$ cat src/inc/ipo_pkg.sv
// shared constants and types of the address override store
package ipo_pkg;

  // data register layout: six 16-bit registers, two octets each
  localparam int          DATA_REGS     = 6;
  localparam int          REG_W         = 16;
  localparam int          ADDR_W        = 32;
  localparam int          OCT_HI_MSB    = 15;
  localparam int          OCT_HI_LSB    = 8;
  localparam int          OCT_LO_MSB    = 7;
  localparam int          OCT_LO_LSB    = 0;
  // register index of each item's upper half
  localparam int          IDX_OWN       = 0;
  localparam int          IDX_MASK      = 2;
  localparam int          IDX_ROUTER    = 4;

  // number of request lines watched for rising edges
  localparam int          REQ_LINES     = 3;
  localparam int          REQ_WRITE     = 0;
  localparam int          REQ_CLEAR     = 1;
  localparam int          REQ_MEMCLR    = 2;

  // permitted range of the adapter's own address
  localparam logic [31:0] OWN_ADDR_MIN  = 32'h0000_0001;
  localparam logic [31:0] OWN_ADDR_MAX  = 32'hDFFF_FFFE;
  localparam logic [31:0] ADDR_ZERO     = 32'h0000_0000;

  // non-volatile programming time and its cycle count at 20 MHz
  localparam int          CLK_PERIOD_NS = 50;
  localparam int          NV_PROG_NS    = 1000;
  localparam int          NV_PROG_CYC   =
    (NV_PROG_NS + CLK_PERIOD_NS - 1) / CLK_PERIOD_NS;
  localparam int          PROG_CNT_W    = 8;

  // log counters and status widths
  localparam int          LOG_CNT_W     = 8;
  localparam int          LOG_CODE_W    = 16;
  localparam int          TIME_W        = 32;
  localparam logic [7:0]  LOG_CNT_MAX   = 8'hFF;
  localparam logic [7:0]  LOG_CNT_ONE   = 8'h01;

  // link status bit positions
  localparam int          LNK_DUPLEX    = 0;
  localparam int          LNK_UP        = 1;
  localparam int          LNK_FAST      = 2;
  localparam int          LNK_W         = 3;

  // storage sequencer, gray coded along idle-program-done
  typedef enum logic [1:0] {
    IPO_IDLE = 2'b00,
    IPO_PROG = 2'b01,
    IPO_DONE = 2'b11
  } ipo_state_t;

  // storage operation in progress
  typedef enum logic [1:0] {
    IPO_OP_NONE  = 2'b00,
    IPO_OP_WRITE = 2'b01,
    IPO_OP_ERASE = 2'b10
  } ipo_op_t;

endpackage : ipo_pkg

$ cat src/core/ipo_store.sv
// address override store with log retention and link status report
`timescale 1ns/10ps
// Operation
// - write-request rising edge copies the six data registers into storage
// - storage holds own address, subnet mask and default router only
// - mask and router both zero together is accepted as no setting
// - only one of mask or router zero flags error, storage kept
// - requests accepted in run and stop mode alike
// - stored values applied at next power-up, enabled flag then set
// - empty storage keeps flag low and uses parameter settings
// - clear-request rising edge erases the storage area
// - full memory clear also erases the storage area
// - after erase, parameter address active at next power-up
// - parameter transfers ignored while override is enabled
// - storage is internal, unaffected by cassette swap
// - error and access logs recorded only when logging configured
// - batteryless mode clears logs and time status at every power-up
// - link report shows duplex, link state and speed
module ipo_store #(
  parameter int NV_PROG_CYCLES = ipo_pkg::NV_PROG_CYC
) (
  input  wire logic        ref_clk,
  input  wire logic        rst_n,
  input  wire logic        ce,
  input  wire logic [15:0] override_data_regs [ipo_pkg::DATA_REGS],
  input  wire logic        override_write_request,
  input  wire logic        override_clear_request,
  input  wire logic        memory_clear_request,
  input  wire logic        power_up,
  input  wire logic [31:0] param_own_addr,
  input  wire logic [31:0] param_mask,
  input  wire logic [31:0] param_router,
  input  wire logic        cassette_present,
  input  wire logic        log_enable,
  input  wire logic        log_latched,
  input  wire logic        batteryless_mode,
  input  wire logic        error_event,
  input  wire logic [15:0] error_code,
  input  wire logic        access_event,
  input  wire logic        time_set_event,
  input  wire logic [31:0] time_set_value,
  input  wire logic        phy_full_duplex,
  input  wire logic        phy_link_up,
  input  wire logic        phy_fast,
  output logic             override_enabled_flag,
  output logic [31:0]      active_own_addr,
  output logic [31:0]      active_mask,
  output logic [31:0]      active_router,
  output logic             store_busy,
  output logic             store_valid,
  output logic             write_done,
  output logic             clear_done,
  output logic             write_error,
  output logic [7:0]       error_log_count,
  output logic [15:0]      error_log_last,
  output logic [7:0]       access_log_count,
  output logic             time_set_valid,
  output logic [31:0]      time_set_last,
  output logic [2:0]       link_status
);

  //////////////////////////////////////////////////////////////////////////
  // helper functions

  // join two data registers into one address, upper register first
  function automatic logic [31:0] join_addr(
    input logic [15:0] hi,
    input logic [15:0] lo
  );
    join_addr = {hi[ipo_pkg::OCT_HI_MSB:ipo_pkg::OCT_HI_LSB],
                 hi[ipo_pkg::OCT_LO_MSB:ipo_pkg::OCT_LO_LSB],
                 lo[ipo_pkg::OCT_HI_MSB:ipo_pkg::OCT_HI_LSB],
                 lo[ipo_pkg::OCT_LO_MSB:ipo_pkg::OCT_LO_LSB]};
  endfunction : join_addr

  // all-zero address means no setting
  function automatic logic is_unset(input logic [31:0] a);
    is_unset = (a == ipo_pkg::ADDR_ZERO);
  endfunction : is_unset

  //////////////////////////////////////////////////////////////////////////
  // request edges

  logic [ipo_pkg::REQ_LINES-1:0] req_level;
  logic [ipo_pkg::REQ_LINES-1:0] req_rise;

  assign req_level[ipo_pkg::REQ_WRITE]  = override_write_request;
  assign req_level[ipo_pkg::REQ_CLEAR]  = override_clear_request;
  assign req_level[ipo_pkg::REQ_MEMCLR] = memory_clear_request;

  // each relay acts once per off-to-on change
  ipo_edge #(
    .WIDTH (ipo_pkg::REQ_LINES)
  ) u_edge (
    .ref_clk (ref_clk),
    .rst_n   (rst_n),
    .ce      (ce),
    .level   (req_level),
    .rise    (req_rise)
  );

  logic write_req;
  logic erase_req;

  // no run/stop gating on either request
  assign write_req = req_rise[ipo_pkg::REQ_WRITE];
  assign erase_req = req_rise[ipo_pkg::REQ_CLEAR]
                   | req_rise[ipo_pkg::REQ_MEMCLR];

  //////////////////////////////////////////////////////////////////////////
  // candidate check

  logic [31:0] cand_own;
  logic [31:0] cand_mask;
  logic [31:0] cand_router;
  logic        cand_ok;

  // three items only, taken from register pairs
  assign cand_own    = join_addr(override_data_regs[ipo_pkg::IDX_OWN],
                                 override_data_regs[ipo_pkg::IDX_OWN+1]);
  assign cand_mask   = join_addr(override_data_regs[ipo_pkg::IDX_MASK],
                                 override_data_regs[ipo_pkg::IDX_MASK+1]);
  assign cand_router = join_addr(override_data_regs[ipo_pkg::IDX_ROUTER],
                                 override_data_regs[ipo_pkg::IDX_ROUTER+1]);

  // mask and router unset only as a pair; own address in range
  assign cand_ok = (is_unset(cand_mask) == is_unset(cand_router))
                 && (cand_own >= ipo_pkg::OWN_ADDR_MIN)
                 && (cand_own <= ipo_pkg::OWN_ADDR_MAX);

  //////////////////////////////////////////////////////////////////////////
  // storage sequencer

  ipo_pkg::ipo_state_t                 state;
  ipo_pkg::ipo_op_t                    op;
  logic [ipo_pkg::PROG_CNT_W-1:0]      prog_cnt;
  logic [31:0]                         hold_own;
  logic [31:0]                         hold_mask;
  logic [31:0]                         hold_router;

  // accept a request when idle, program for the storage time, then finish
  always_ff @(posedge ref_clk) begin
    if (!rst_n) begin
      state       <= ipo_pkg::IPO_IDLE;
      op          <= ipo_pkg::IPO_OP_NONE;
      prog_cnt    <= '0;
      hold_own    <= ipo_pkg::ADDR_ZERO;
      hold_mask   <= ipo_pkg::ADDR_ZERO;
      hold_router <= ipo_pkg::ADDR_ZERO;
    end else if (ce) begin
      unique case (state)
        ipo_pkg::IPO_IDLE: begin
          if (erase_req) begin
            op       <= ipo_pkg::IPO_OP_ERASE;
            prog_cnt <= ipo_pkg::PROG_CNT_W'(NV_PROG_CYCLES - 1);
            state    <= ipo_pkg::IPO_PROG;
          end else if (write_req && cand_ok) begin
            op          <= ipo_pkg::IPO_OP_WRITE;
            hold_own    <= cand_own;
            hold_mask   <= cand_mask;
            hold_router <= cand_router;
            prog_cnt    <= ipo_pkg::PROG_CNT_W'(NV_PROG_CYCLES - 1);
            state       <= ipo_pkg::IPO_PROG;
          end
        end
        ipo_pkg::IPO_PROG: begin
          if (prog_cnt == '0) begin
            state <= ipo_pkg::IPO_DONE;
          end else begin
            prog_cnt <= prog_cnt - 1'b1;
          end
        end
        ipo_pkg::IPO_DONE: begin
          op    <= ipo_pkg::IPO_OP_NONE;
          state <= ipo_pkg::IPO_IDLE;
        end
        default: begin
          op    <= ipo_pkg::IPO_OP_NONE;
          state <= ipo_pkg::IPO_IDLE;
        end
      endcase
    end
  end

  assign store_busy = (state != ipo_pkg::IPO_IDLE);

  //////////////////////////////////////////////////////////////////////////
  // non-volatile storage area

  logic [31:0] nv_item [3];

  // internal storage only; cassette presence never touches it
  always_ff @(posedge ref_clk) begin
    if (!rst_n) begin
      store_valid <= 1'b0;
      for (int i = 0; i < 3; i++) begin
        nv_item[i] <= ipo_pkg::ADDR_ZERO;
      end
    end else if (ce && state == ipo_pkg::IPO_DONE) begin
      if (op == ipo_pkg::IPO_OP_WRITE) begin
        store_valid <= 1'b1;
        nv_item[0]  <= hold_own;
        nv_item[1]  <= hold_mask;
        nv_item[2]  <= hold_router;
      end else if (op == ipo_pkg::IPO_OP_ERASE) begin
        store_valid <= 1'b0;
        for (int i = 0; i < 3; i++) begin
          nv_item[i] <= ipo_pkg::ADDR_ZERO;
        end
      end
    end
  end

  // completion and refusal pulses
  always_ff @(posedge ref_clk) begin
    if (!rst_n) begin
      write_done  <= 1'b0;
      clear_done  <= 1'b0;
      write_error <= 1'b0;
    end else if (ce) begin
      write_done  <= (state == ipo_pkg::IPO_DONE)
                   && (op == ipo_pkg::IPO_OP_WRITE);
      clear_done  <= (state == ipo_pkg::IPO_DONE)
                   && (op == ipo_pkg::IPO_OP_ERASE);
      write_error <= write_req && !cand_ok && !erase_req
                   && (state == ipo_pkg::IPO_IDLE);
    end
  end

  //////////////////////////////////////////////////////////////////////////
  // address applied at power-up

  // stored set wins when present, else parameter settings
  always_ff @(posedge ref_clk) begin
    if (!rst_n) begin
      override_enabled_flag <= 1'b0;
      active_own_addr       <= ipo_pkg::ADDR_ZERO;
      active_mask           <= ipo_pkg::ADDR_ZERO;
      active_router         <= ipo_pkg::ADDR_ZERO;
    end else if (ce && power_up) begin
      if (store_valid) begin
        override_enabled_flag <= 1'b1;
        active_own_addr       <= nv_item[0];
        active_mask           <= nv_item[1];
        active_router         <= nv_item[2];
      end else begin
        override_enabled_flag <= 1'b0;
        active_own_addr       <= param_own_addr;
        active_mask           <= param_mask;
        active_router         <= param_router;
      end
    end
    // between power-ups parameter transfers leave the address alone
  end

  //////////////////////////////////////////////////////////////////////////
  // diagnostic logs

  logic log_wipe;

  // wipe at power-up when not latched, or always when batteryless
  assign log_wipe = power_up && (batteryless_mode || !log_latched);

  // error history counter and last code
  always_ff @(posedge ref_clk) begin
    if (!rst_n) begin
      error_log_count <= '0;
      error_log_last  <= '0;
    end else if (ce) begin
      if (log_wipe) begin
        error_log_count <= '0;
        error_log_last  <= '0;
      end else if (error_event && log_enable) begin
        error_log_last <= error_code;
        if (error_log_count != ipo_pkg::LOG_CNT_MAX) begin
          error_log_count <= error_log_count + ipo_pkg::LOG_CNT_ONE;
        end
      end
    end
  end

  // access history counter
  always_ff @(posedge ref_clk) begin
    if (!rst_n) begin
      access_log_count <= '0;
    end else if (ce) begin
      if (log_wipe) begin
        access_log_count <= '0;
      end else if (access_event && log_enable
                   && access_log_count != ipo_pkg::LOG_CNT_MAX) begin
        access_log_count <= access_log_count + ipo_pkg::LOG_CNT_ONE;
      end
    end
  end

  // time setting status
  always_ff @(posedge ref_clk) begin
    if (!rst_n) begin
      time_set_valid <= 1'b0;
      time_set_last  <= '0;
    end else if (ce) begin
      if (log_wipe) begin
        time_set_valid <= 1'b0;
        time_set_last  <= '0;
      end else if (time_set_event) begin
        time_set_valid <= 1'b1;
        time_set_last  <= time_set_value;
      end
    end
  end

  //////////////////////////////////////////////////////////////////////////
  // link status report

  // registered duplex, link and speed bits
  always_ff @(posedge ref_clk) begin
    if (!rst_n) begin
      link_status <= '0;
    end else if (ce) begin
      link_status[ipo_pkg::LNK_DUPLEX] <= phy_full_duplex;
      link_status[ipo_pkg::LNK_UP]     <= phy_link_up;
      link_status[ipo_pkg::LNK_FAST]   <= phy_fast;
    end
  end

  // cassette presence is deliberately unused by the storage path
  logic unused_cassette;
  assign unused_cassette = cassette_present;

endmodule : ipo_store

$ cat src/core/ipo_edge.sv
// rising edge detector for a group of request relays
`timescale 1ns/10ps
module ipo_edge #(
  parameter int WIDTH = 1
) (
  input  wire logic             ref_clk,
  input  wire logic             rst_n,
  input  wire logic             ce,
  input  wire logic [WIDTH-1:0] level,
  output logic      [WIDTH-1:0] rise
);

  logic [WIDTH-1:0] prev;

  // remember last level; reset treats relays as off
  always_ff @(posedge ref_clk) begin
    if (!rst_n) begin
      prev <= '0;
    end else if (ce) begin
      prev <= level;
    end
  end

  // one pulse per off-to-on change, held relay gives nothing more
  genvar g;
  generate
    for (g = 0; g < WIDTH; g++) begin : g_rise
      assign rise[g] = ce & level[g] & ~prev[g];
    end
  endgenerate

endmodule : ipo_edge

$ cat config.mk
export PLATFORM = sky130hd
export DESIGN_NAME = ipo_store
export DESIGN_NICKNAME = d
export VERILOG_FILES = /design/src/inc/ipo_pkg.sv /design/src/core/ipo_store.sv /design/src/core/ipo_edge.sv
export SDC_FILE = /design/constraint.sdc
export NUM_CORES = 1
export LEC_CHECK = 0
export BUFFER_PORTS_ARGS = -buffer_cell sky130_fd_sc_hd__buf_2
export CELL_PAD_IN_SITES_DETAIL_PLACEMENT = 1
export CELL_PAD_IN_SITES_GLOBAL_PLACEMENT = 1
export CORE_ASPECT_RATIO = 1.2
export CORE_MARGIN = 1.5
export CORE_UTILIZATION = 37
export CTS_BUF_LIST = sky130_fd_sc_hd__clkbuf_4
export CTS_CLUSTER_SIZE = 24
export DETAILED_ROUTE_END_ITERATION = 10
export PLACE_DENSITY_LB_ADDON = 0.1
export SLEW_MARGIN = 20
export SYNTH_ARGS = -nofsm -noshare
export SYNTH_HDL_FRONTEND = slang
export SYNTH_SLANG_ARGS = --single-unit
$ cat constraint.sdc
create_clock -name ref_clk -period 10.9 [get_ports ref_clk]
set_input_delay 1.09 -clock ref_clk [delete_from_list [all_inputs] [get_ports ref_clk]]
set_output_delay 1.09 -clock ref_clk [all_outputs]
set_load 0.02 [all_outputs]
Word level (Yosys, flattened, before mapping)
Memory sizes are Yosys's and may differ from the RTL's.
Cells that the tools add are included.
{ "word_totals": {"ff_bits": 280, "ramBits": 96, "input_bits": 257, "out_inout_bits": 170, "elab_cells": 136, "n_memories": 1} }
{ "memory_table": {"columns": ["name", "depth", "word_bits", "read_ports", "rd_clocked_by_memory_dff", "write_ports", "line_no", "rtl"], "rows": [
  ["nv_item", 3, 32, 3, 0, 3, "ipo_store.sv:190", "logic [31:0] nv_item [3];"]
]} }
{ "classes": {"add_sub_neg": 3, "magnitude_cmp": 2, "n_eq_ne": 10, "mux": 43, "bitwise_logic": 18, "reduce_logical": 38} }
{ "op_table": {"columns": ["cell", "count"], "rows": [
  ["$mux 32", 11],
  ["$logic_not 32->1", 2],
  ["$mux 8", 8],
  ["$ge 32x1->1 const B", 1],
  ["$le 32x32->1 const B", 1],
  ["$mux 16", 2],
  ["$add 8x1->8 const B", 2],
  ["$ne 8x8->1 const B", 2],
  ["$pmux 8 s2", 1],
  ["$mux 1", 15],
  ["$logic_and 1x1->1", 14],
  ["$reduce_bool 2->1", 7],
  ["$reduce_and 3->1", 3],
  ["$logic_not 8->1", 1],
  ["$mux 2", 4],
  ["$pmux 2 s2", 2],
  ["$reduce_and 2->1", 4],
  ["$reduce_and 4->1", 2],
  ["$sub 8x1->8 const B", 1],
  ["$or 1x1->1", 7],
  ["$and 1x1->1", 6],
  ["$not 1->1", 5],
  ["$eq 2x1->1 const B", 2],
  ["$eq 2x2->1 const B", 2],
  ["6 further kinds", 9]
]} }

Longest topological paths before layout
Gate-level depths: netlist (run 1).
{ "logic_depth": {"ltp_word": 8, "mapped_depth": 10, "depth_no_buf": 9} }

Hierarchy
From an unflattened synthesis (run 1), not the netlist that was laid out.
{ "unflattened": {"cells_unflattened": 1393, "area_unflattened_um2": 14876.8} }
{ "by_module_without_submodules": {"columns": ["mod", "instances", "cells_per_inst", "area_each_um2"], "rows": [
  ["ipo_store", 1, 1380, 14742.9],
  ["ipo_edge", 1, 13, 133.9]
]} }

Worst setup path before layout (run 1)
Ideal clock, no wire load.
{ "synth_timing": {"path_type": "input to register", "startpoint": "input port ce", "endpoint": "memory nv_item[0][0], enable pin", "t_arrival_ns": 8.591, "setup_slack_ns": 1.626, "path_stages": 4, "path_buffers": 2, "cell_sequence": "buf_2 buf_1 nand3_1 o21ai_0"} }
{ "synth_lines": {"columns": ["item", "line_no", "rtl"], "rows": [
  ["from (decl)", "ipo_store.sv:24", "input wire logic ce,"],
  ["to (decl)", "ipo_store.sv:190", null]
]} }

Final worst setup path (run 1)
{ "layout_timing": {"startpoint": "input port override_data_regs[31] (netlist name)", "endpoint": "register hold_own[1]"} }
{ "layout_via": {"elab_chain_len": 6} }
{ "layout_lines": {"columns": ["item", "line_no", "rtl"], "rows": [
  ["from (decl)", "ipo_store.sv:25", "input wire logic [15:0] override_data_regs [ipo_pkg::DATA_REGS],"],
  ["$logic_not 32->1", "ipo_store.sv:78", "is_unset = (a == ipo_pkg::ADDR_ZERO);"],
  ["$eq 1x1->1", "ipo_store.sv:127", "assign cand_ok = (is_unset(cand_mask) == is_unset(cand_router))"],
  ["$logic_and 1x1->1", "ipo_store.sv:128", "&& (cand_own >= ipo_pkg::OWN_ADDR_MIN)"],
  ["$logic_and 1x1->1", "ipo_store.sv:129", "&& (cand_own <= ipo_pkg::OWN_ADDR_MAX);"],
  ["$logic_and 1x1->1", "ipo_store.sv:157", "end else if (write_req && cand_ok) begin"],
  ["$reduce_and 4->1 (no line)", null, null],
  ["to (signal assigned)", "ipo_store.sv:147", "hold_own <= ipo_pkg::ADDR_ZERO;"],
  ["to (signal assigned)", "ipo_store.sv:159", "hold_own <= cand_own;"],
  ["to (decl)", "ipo_store.sv:137", "logic [31:0] hold_own;"]
]} }
Every way passes these cells.
A chain may end at the register's enable or synchronous reset.

==> metrics.md, run 1 <==
| Metric | Value |
|---|---|
| Seq cells post-synth | `376` |
| Synth Warn # | `0` |
| Antenna-violating nets left | `0` |
| Worst setup EP type | `register` |
| Routed length per instance | `17.9 um` |
| Run status | `completed` |
| Initial Utilization | `0.377` |
| Core area | `41,000 sq um` |
| Pre-Repair DR Iteration Count | `6` |
| Htree depth | `3` |
| Tcrit/Tclk final | `0.349` |
| Fillers | `4,676` |
| Post-synth top area share | `0.362` |
| Largest net degree at the start of global routing | `84` |
| Most frequent cells in the layout | `buf_2, dfxtp_1, mux2i_1` |
| Clock sinks | `376` |
| Drt via density | `4.94` |
| Fraction of layout cells with a size suffix above 1 | `0.330` |
| Initial antenna violation count | `9` |
| Vias in the first global route | `12.5k` |
| Pleak | `0.00940 uW` |
| Final setup violation count | `0` |
| Final non-filler cell total | `2,449` |
| CTS Buf Count | `99` |
| CTS hold repair buffers | `0` |
| CP Max Fanout | `39` |
| Worst slew margin | `0.294` |
| Die Span Y | `227 um` |
| Post-Syn Instances | `1,377` |
| Final Slew Violations | `0` |
| Power Dens Cells | `163 nW/um^2` |
| Netlist cell types | `44` |
| EDFF count, synth | `96` |
| Syn-to-layout area delta | `25.0%` |
| Reg area | `8490 sq um` |
| Gr usage total | `0.199` |
| Placed instance count | `2,256` |
| Path type of the worst min-delay path | `register to register` |
| CTS tree | `built` |
| Reg clk slew, reported paths | `0.07 ns` |
| Die Area | `43,100 sq um` |
| Synth Area per Inst | `11.2 sq um` |
| Max-Cap Viols | `0` |
| Tmin final | `3.81 ns` |
| Post-DP HPWL | `30.1 mm` |
| Post-Route WL | `43.9 mm` |
| Worst skew pair latency | `0.82 ns` |
| Worst-Margin Slew | `1.06 ns` |
| Nets | `2,082` |
| Fmax | `263 MHz` |
| Startpoint Class | `primary input` |
| Setup CP Type | `primary input to register` |
| Max VDD drop | `0.0716 mV` |
| Yosys top cell by area | `dfxtp_1` |
| Die W | `190 um` |
| Commonest non-fill, non-tap cell in the layout | `buf_2` |
| Port bufs | `425` |
| Async set-reset flop share out of synthesis | `0` |
| GRT overflow | `0` |
| Num ports | `427` |
| RSZ-0062 raised after global routing | `no` |
| Hold Fails Final Rpt | `0` |
| Multi-input gate area | `6520 sq um` |
| RD Place Congestion | `0.775` |
| Req. time, crit path | `11.58 ns` |
| Top_reg_cell synth | `dfxtp_1` |
| Setup TNS Final | `0 ns` |
| Arr. time, crit path | `4.49 ns` |
| Mapped cell area | `15,500 sq um` |
| Global-route wire length before repair | `67.2 mm` |
| Clock skew | `0.0488 ns` |
| Synth top area cells | `dfxtp_1, edfxtp_1, mux2i_1` |
| DRT iter0 DRCs | `390` |
| Min Hold Slack | `0.481 ns` |
| Maximum root-to-sink buffer count | `3` |
| Synth Net Count | `1,641` |
| Seq/Total Area, Yosys | `0.549` |
| Total number of vias | `12.1k` |
| Total setup buffers inserted after CTS | `0` |
| Site row count | `81` |
| # resized after CTS | `0` |
| Post-route DRC | `0` |
| Root Buffer | `clkbuf_4` |
Yosys cell counts (all sizes together) (3+ instances only):
| library cell | n |
|---|---|
| a21boi | 10 |
| a21oi | 9 |
| a22oi | 51 |
| and2 | 101 |
| and3 | 3 |
| buf | 21 |
| clkbuf | 79 |
| dfxtp | 280 |
| edfxtp | 96 |
| ha | 7 |
| inv | 7 |
| mux2i | 200 |
| nand2 | 114 |
| nand3 | 13 |
| nand4 | 21 |
| nor2 | 26 |
| nor2b | 160 |
| nor3 | 5 |
| nor4 | 26 |
| o211a | 96 |
| o21ai | 20 |
| or3 | 6 |
| xnor2 | 3 |
| xor2 | 8 |
metrics by stage:
step / utilization / total power, uW / cell area (sq um) / setup slack (ns)
after floorplan: - / 1740 / 15500 / 1.63
after global placement: 0.437 / 1850 / 18000 / 6.19
after detailed placement: 0.437 / 1860 / 18000 / 6.15
after CTS: 0.471 / 3210 / 19300 / 7.09
after global routing: 0.471 / 3310 / 19300 / 6.90
final: 0.471 / 3140 / 19300 / 7.09
flip-flops by register name (all words and copies together), names as in the netlist, 3 cells and up:
register          flops
active_router        32
access_log_count      8
active_mask          32
active_own_addr      32
prog_cnt              8
nv_item              96
link_status           3
u_edge.prev           3
hold_router          32
error_log_last       16
hold_own             32
time_set_last        32
hold_mask            32
error_log_count       8
power by group:
group | total [uW] | internal (uW) | switching, uW | leakage [uW]
clock network | 1320 | 715 | 601 | 0.000820
logic | 308 | 130 | 177 | 0.00530
registers | 1520 | 1490 | 31.0 | 0.00328
total | 3140 | 2330 | 810 | 0.00940
cells by family (layout without fill, tap and decap cells):
group	Yosys count	count (layout)	share of synthesized area
AO/OA/AOI/OAI	193	193	0.106
XOR/XNOR	11	11	0.00623
adder cells (fa/ha/maj)	7	7	0.00566
buffers and inverters	107	632	0.0323
flip-flops	376	376	0.549
multiplexers	200	200	0.129
other	0	8	0
AND/OR/NAND/NOR	483	483	0.172
cell type report:
| class | instances | share of cell area |
|---|---|---|
| repair buffers | 440 | 0.116 |
| clock buffers | 168 | 0.0652 |
| multi-input cells | 894 | 0.337 |
| flip-flops and latches | 376 | 0.439 |
| diodes | 8 | 0.00103 |
| clock inverters | 17 | 0.00530 |
| well taps | 539 | 0.0349 |
| inverters | 7 | 0.00136 |
routing by layer:
layer	up-vias	GRT usage	part of all wire
met5	-	0	0.00089
met4	6	0.0893	0.024
met3	77	0.0614	0.071
met2	351	0.346	0.50
met1	5834	0.225	0.41
li1	5837	-	-
worst max-delay path, cell delays in order:
cell and delay (ns):
buf_2 0.11, nor4_1 0.45, nand4_1 0.22, nor2_1 0.28
xnor2_1 0.21, nand3_4 0.50, buf_4 0.56, buf_4 0.67
mux2i_1 0.28, nor2b_1 0.06
final timing paths:
check	from	to	slack [ns]	cells past startpoint
setup / recovery	override_data_regs[31]	hold_own[1]	7.09	10
hold / removal	time_set_valid	time_set_valid	0.48	2
setup reg to reg	state[1]	hold_own[1]	7.80	8
hold reg to reg	time_set_valid	time_set_valid	0.48	2
Note: power is estimated with default switching activity, not from simulation.
==> inputs of run 2 (changes only) <==
- clock period: 10.9 -> 3.4 ns (I/O delays scaled with it)
==> metrics.md, run 2 (same netlist as run 1, synthesis figures left out) <==
| Metric | Value |
|---|---|
| Gr busiest metal | `met2` |
| CTS Buf Count | `100 (+1.0%)` |
| Pleak | `0.0106 uW (+12%)` |
| Gr usage total | `0.229 (+0.0299)` |
| Reg clk slew, reported paths | `0.07 ns (about the same)` |
| Worst-Margin Slew | `0.729 ns (-0.330 ns)` |
| Fillers | `4,567 (-2.3%)` |
| Critical path startpoint | `override_data_regs[31]` |
| Tmin final | `2.73 ns` |
| Placed instance count | `2,263 (+0.31%)` |
| Met1 Usage GRT | `0.255 (+0.0297)` |
| Sequential power share | `0.477 (-0.007)` |
| Htree depth | `3 (unchanged)` |
| Worst slew margin | `0.514 (+0.220)` |
| Clock share of power | `0.398 (-0.021)` |
| Path depth of the worst reg2reg path | `8 (unchanged)` |
| Max-Cap Viols | `0 (unchanged)` |
| Routed length per instance | `18.5 um (+3.5%)` |
| RD Place Congestion | `0.772 (-0.34%)` |
| Reg area | `8490 sq um (unchanged)` |
| Cell-internal power | `7590 uW (+230%)` |
| Net switching fraction of the power | `0.259 (+0.00132)` |
| Drt via density | `4.91 (-0.65%)` |
| Final setup violation count | `0 (unchanged)` |
| Fraction of layout cells with a size suffix above 1 | `0.290 (-0.0393)` |
| Setup CP Type | `primary input to register` |
| Clock skew | `0.0494 ns (+0.000554 ns)` |
| Worst skew pair latency | `0.76 ns (-0.06 ns)` |
| CTS tree | `built` |
| RSZ-0062 raised after global routing | `no` |
| Routing usage on met3 | `0.0518 (-0.00956)` |
| Core area | `41,000 sq um (unchanged)` |
| Max reg flops | `96 (unchanged)` |
| Tcrit/Tclk final | `0.803` |
| Fmax | `366 MHz` |
| Root Buffer | `clkbuf_4` |
| CP Max Fanout | `31 (-21%)` |
| Worst setup EP type | `register` |
| Largest Register | `nv_item` |
| Num ports | `427 (unchanged)` |
| Die W | `190 um (unchanged)` |
| Initial Utilization | `0.377 (unchanged)` |
| Crit path to | `hold_own[25]` |
| Die Area | `43,100 sq um (unchanged)` |
| Met2 usage | `0.415 (+0.0690)` |
| Nets | `2,349 (+13%)` |
| Final non-filler cell total | `2,706 (+10%)` |
| Maximum root-to-sink buffer count | `3 (unchanged)` |
| Pre-Repair DR Iteration Count | `4 (-2)` |
| Initial antenna violation count | `4 (-5)` |
| Path type of the worst min-delay path | `primary input to register` |
| Req. time, crit path | `4.04 ns (-7.54 ns)` |
| R2r setup slk | `1.12 ns (-6.68 ns)` |
| Clock sinks | `376 (unchanged)` |
| Largest net degree at the start of global routing | `103 (+23%)` |
| GRT overflow | `0 (unchanged)` |
| Crit Reg-Reg Startpoint | `u_edge.prev[1]` |
| Multi-input gate area | `6520 sq um (about the same)` |
| Startpoint Class | `primary input` |
| Run status | `completed` |
| Most frequent cells in the layout | `buf_2, dfxtp_1, dlygate4sd3_1` |
| Die Span Y | `227 um (unchanged)` |
| Comb pwr share | `0.126 (+0.028)` |
| Vias in the first global route | `14.6k (+16%)` |
| Antenna-violating nets left | `0 (unchanged)` |
| Post-route DRC | `0 (unchanged)` |
| Port bufs | `425 (unchanged)` |
| Power Dens Cells | `465 nW/um^2 (+190%)` |
| Final Slew Violations | `0 (unchanged)` |
| Max VDD drop | `0.349 mV (+390%)` |
| Setup TNS Final | `0 ns (unchanged)` |
| Min Hold Slack | `0.0937 ns (-0.387 ns)` |
| Post-Route WL | `50.2 mm (+14%)` |
| Post-DP HPWL | `30.9 mm (+2.6%)` |
| Site row count | `81 (unchanged)` |
| Hold Fails Final Rpt | `0 (unchanged)` |
| P_sw | `2650 uW (+230%)` |
| Commonest non-fill, non-tap cell in the layout | `buf_2` |
| Arr. time, crit path | `3.37 ns (-1.12 ns)` |
| DRT iter0 DRCs | `475 (+22%)` |
| Global-route wire length before repair | `77.6 mm (+15%)` |
| Total number of vias | `13.3k (+9.8%)` |
| Design Power | `10,200 uW (+230%)` |
| R2R Path End | `hold_own[25]` |
| Syn-to-layout area delta | `42.5%` |
## run 2: changes by cell type in the layout (fill, tap and decap cells not counted), sizes merged
cell | before | now
dlygate4sd3 | 0 | 259
clkbuf | 168 | 166
diode | 8 | 4
bufinv | 1 | 0
clkinvlp | 2 | 1
buf | 440 | 447
clkinv | 11 | 10
## run 2: worst min-delay path by stage
| stage | cells after the start | startpoint | endpoint | slack [ns] |
|---|---|---|---|---|
| after CTS | 2 | rst_n | active_mask[12] | 0.002 |
| after global routing | 2 | rst_n | hold_mask[11] | 0.06 |
| after global placement | 2 | time_set_valid | time_set_valid | 0.45 |
| after floorplan | 2 | prog_cnt[7] | prog_cnt[7] | 0.45 |
| after detailed placement | 2 | time_set_valid | time_set_valid | 0.47 |
| final | 2 | rst_n | active_mask[12] | 0.09 |
## run 2: critical path, cell delays in order
cell,delay (ns)
dlygate4sd3_1,0.54
buf_2,0.14
nor4_1,0.50
nand4_1,0.25
nor2_1,0.31
xnor2_1,0.27
nand3_4,0.40
buf_12,0.34
mux2i_1,0.19
nor2b_1,0.07
## run 2: area by class of cell
cell class                 count  area share
antenna                        4    0.000454
multi-input combinational    894       0.296
inverter                       7     0.00119
tap                          539      0.0306
clock inverter                14     0.00255
timing repair buffer         706       0.228
clock buffer                 166      0.0565
sequential                   376       0.385
## run 2: power by group through the flow
stage	clock network (uW)	logic [uW]	registers [uW]
after floorplan	0	492	5070
final	4070	1290	4880
after global routing	4460	1390	4900
after CTS	4210	1280	4870
after detailed placement	0	1030	4970
after global placement	0	1000	4960
## run 2: stage by stage
step / util / worst slack, ns / instance area, sq um
3_5_place_dp: 0.442 / 0.422 / 18100
2_1_floorplan: - / 0.201 / 15500
6_report: 0.537 / 0.670 / 22000
4_1_cts: 0.537 / 0.735 / 22000
3_3_place_gp: 0.442 / 0.510 / 18100
5_1_grt: 0.537 / 0.573 / 22000
## run 2: timing repair
action,4_1_cts,5_1_grt
hold buffers,259,0
setup buffers,0,0
hold endpoints to repair,249,0
resized for setup,0,0
## run 2: metal layers
metal	part of all wire	vias to the layer above	wire length [um]
met4	0.033	0	1660
li1	-	6357	-
met3	0.054	98	2720
met5	0	-	0
met1	0.40	6410	20100
met2	0.51	423	25700
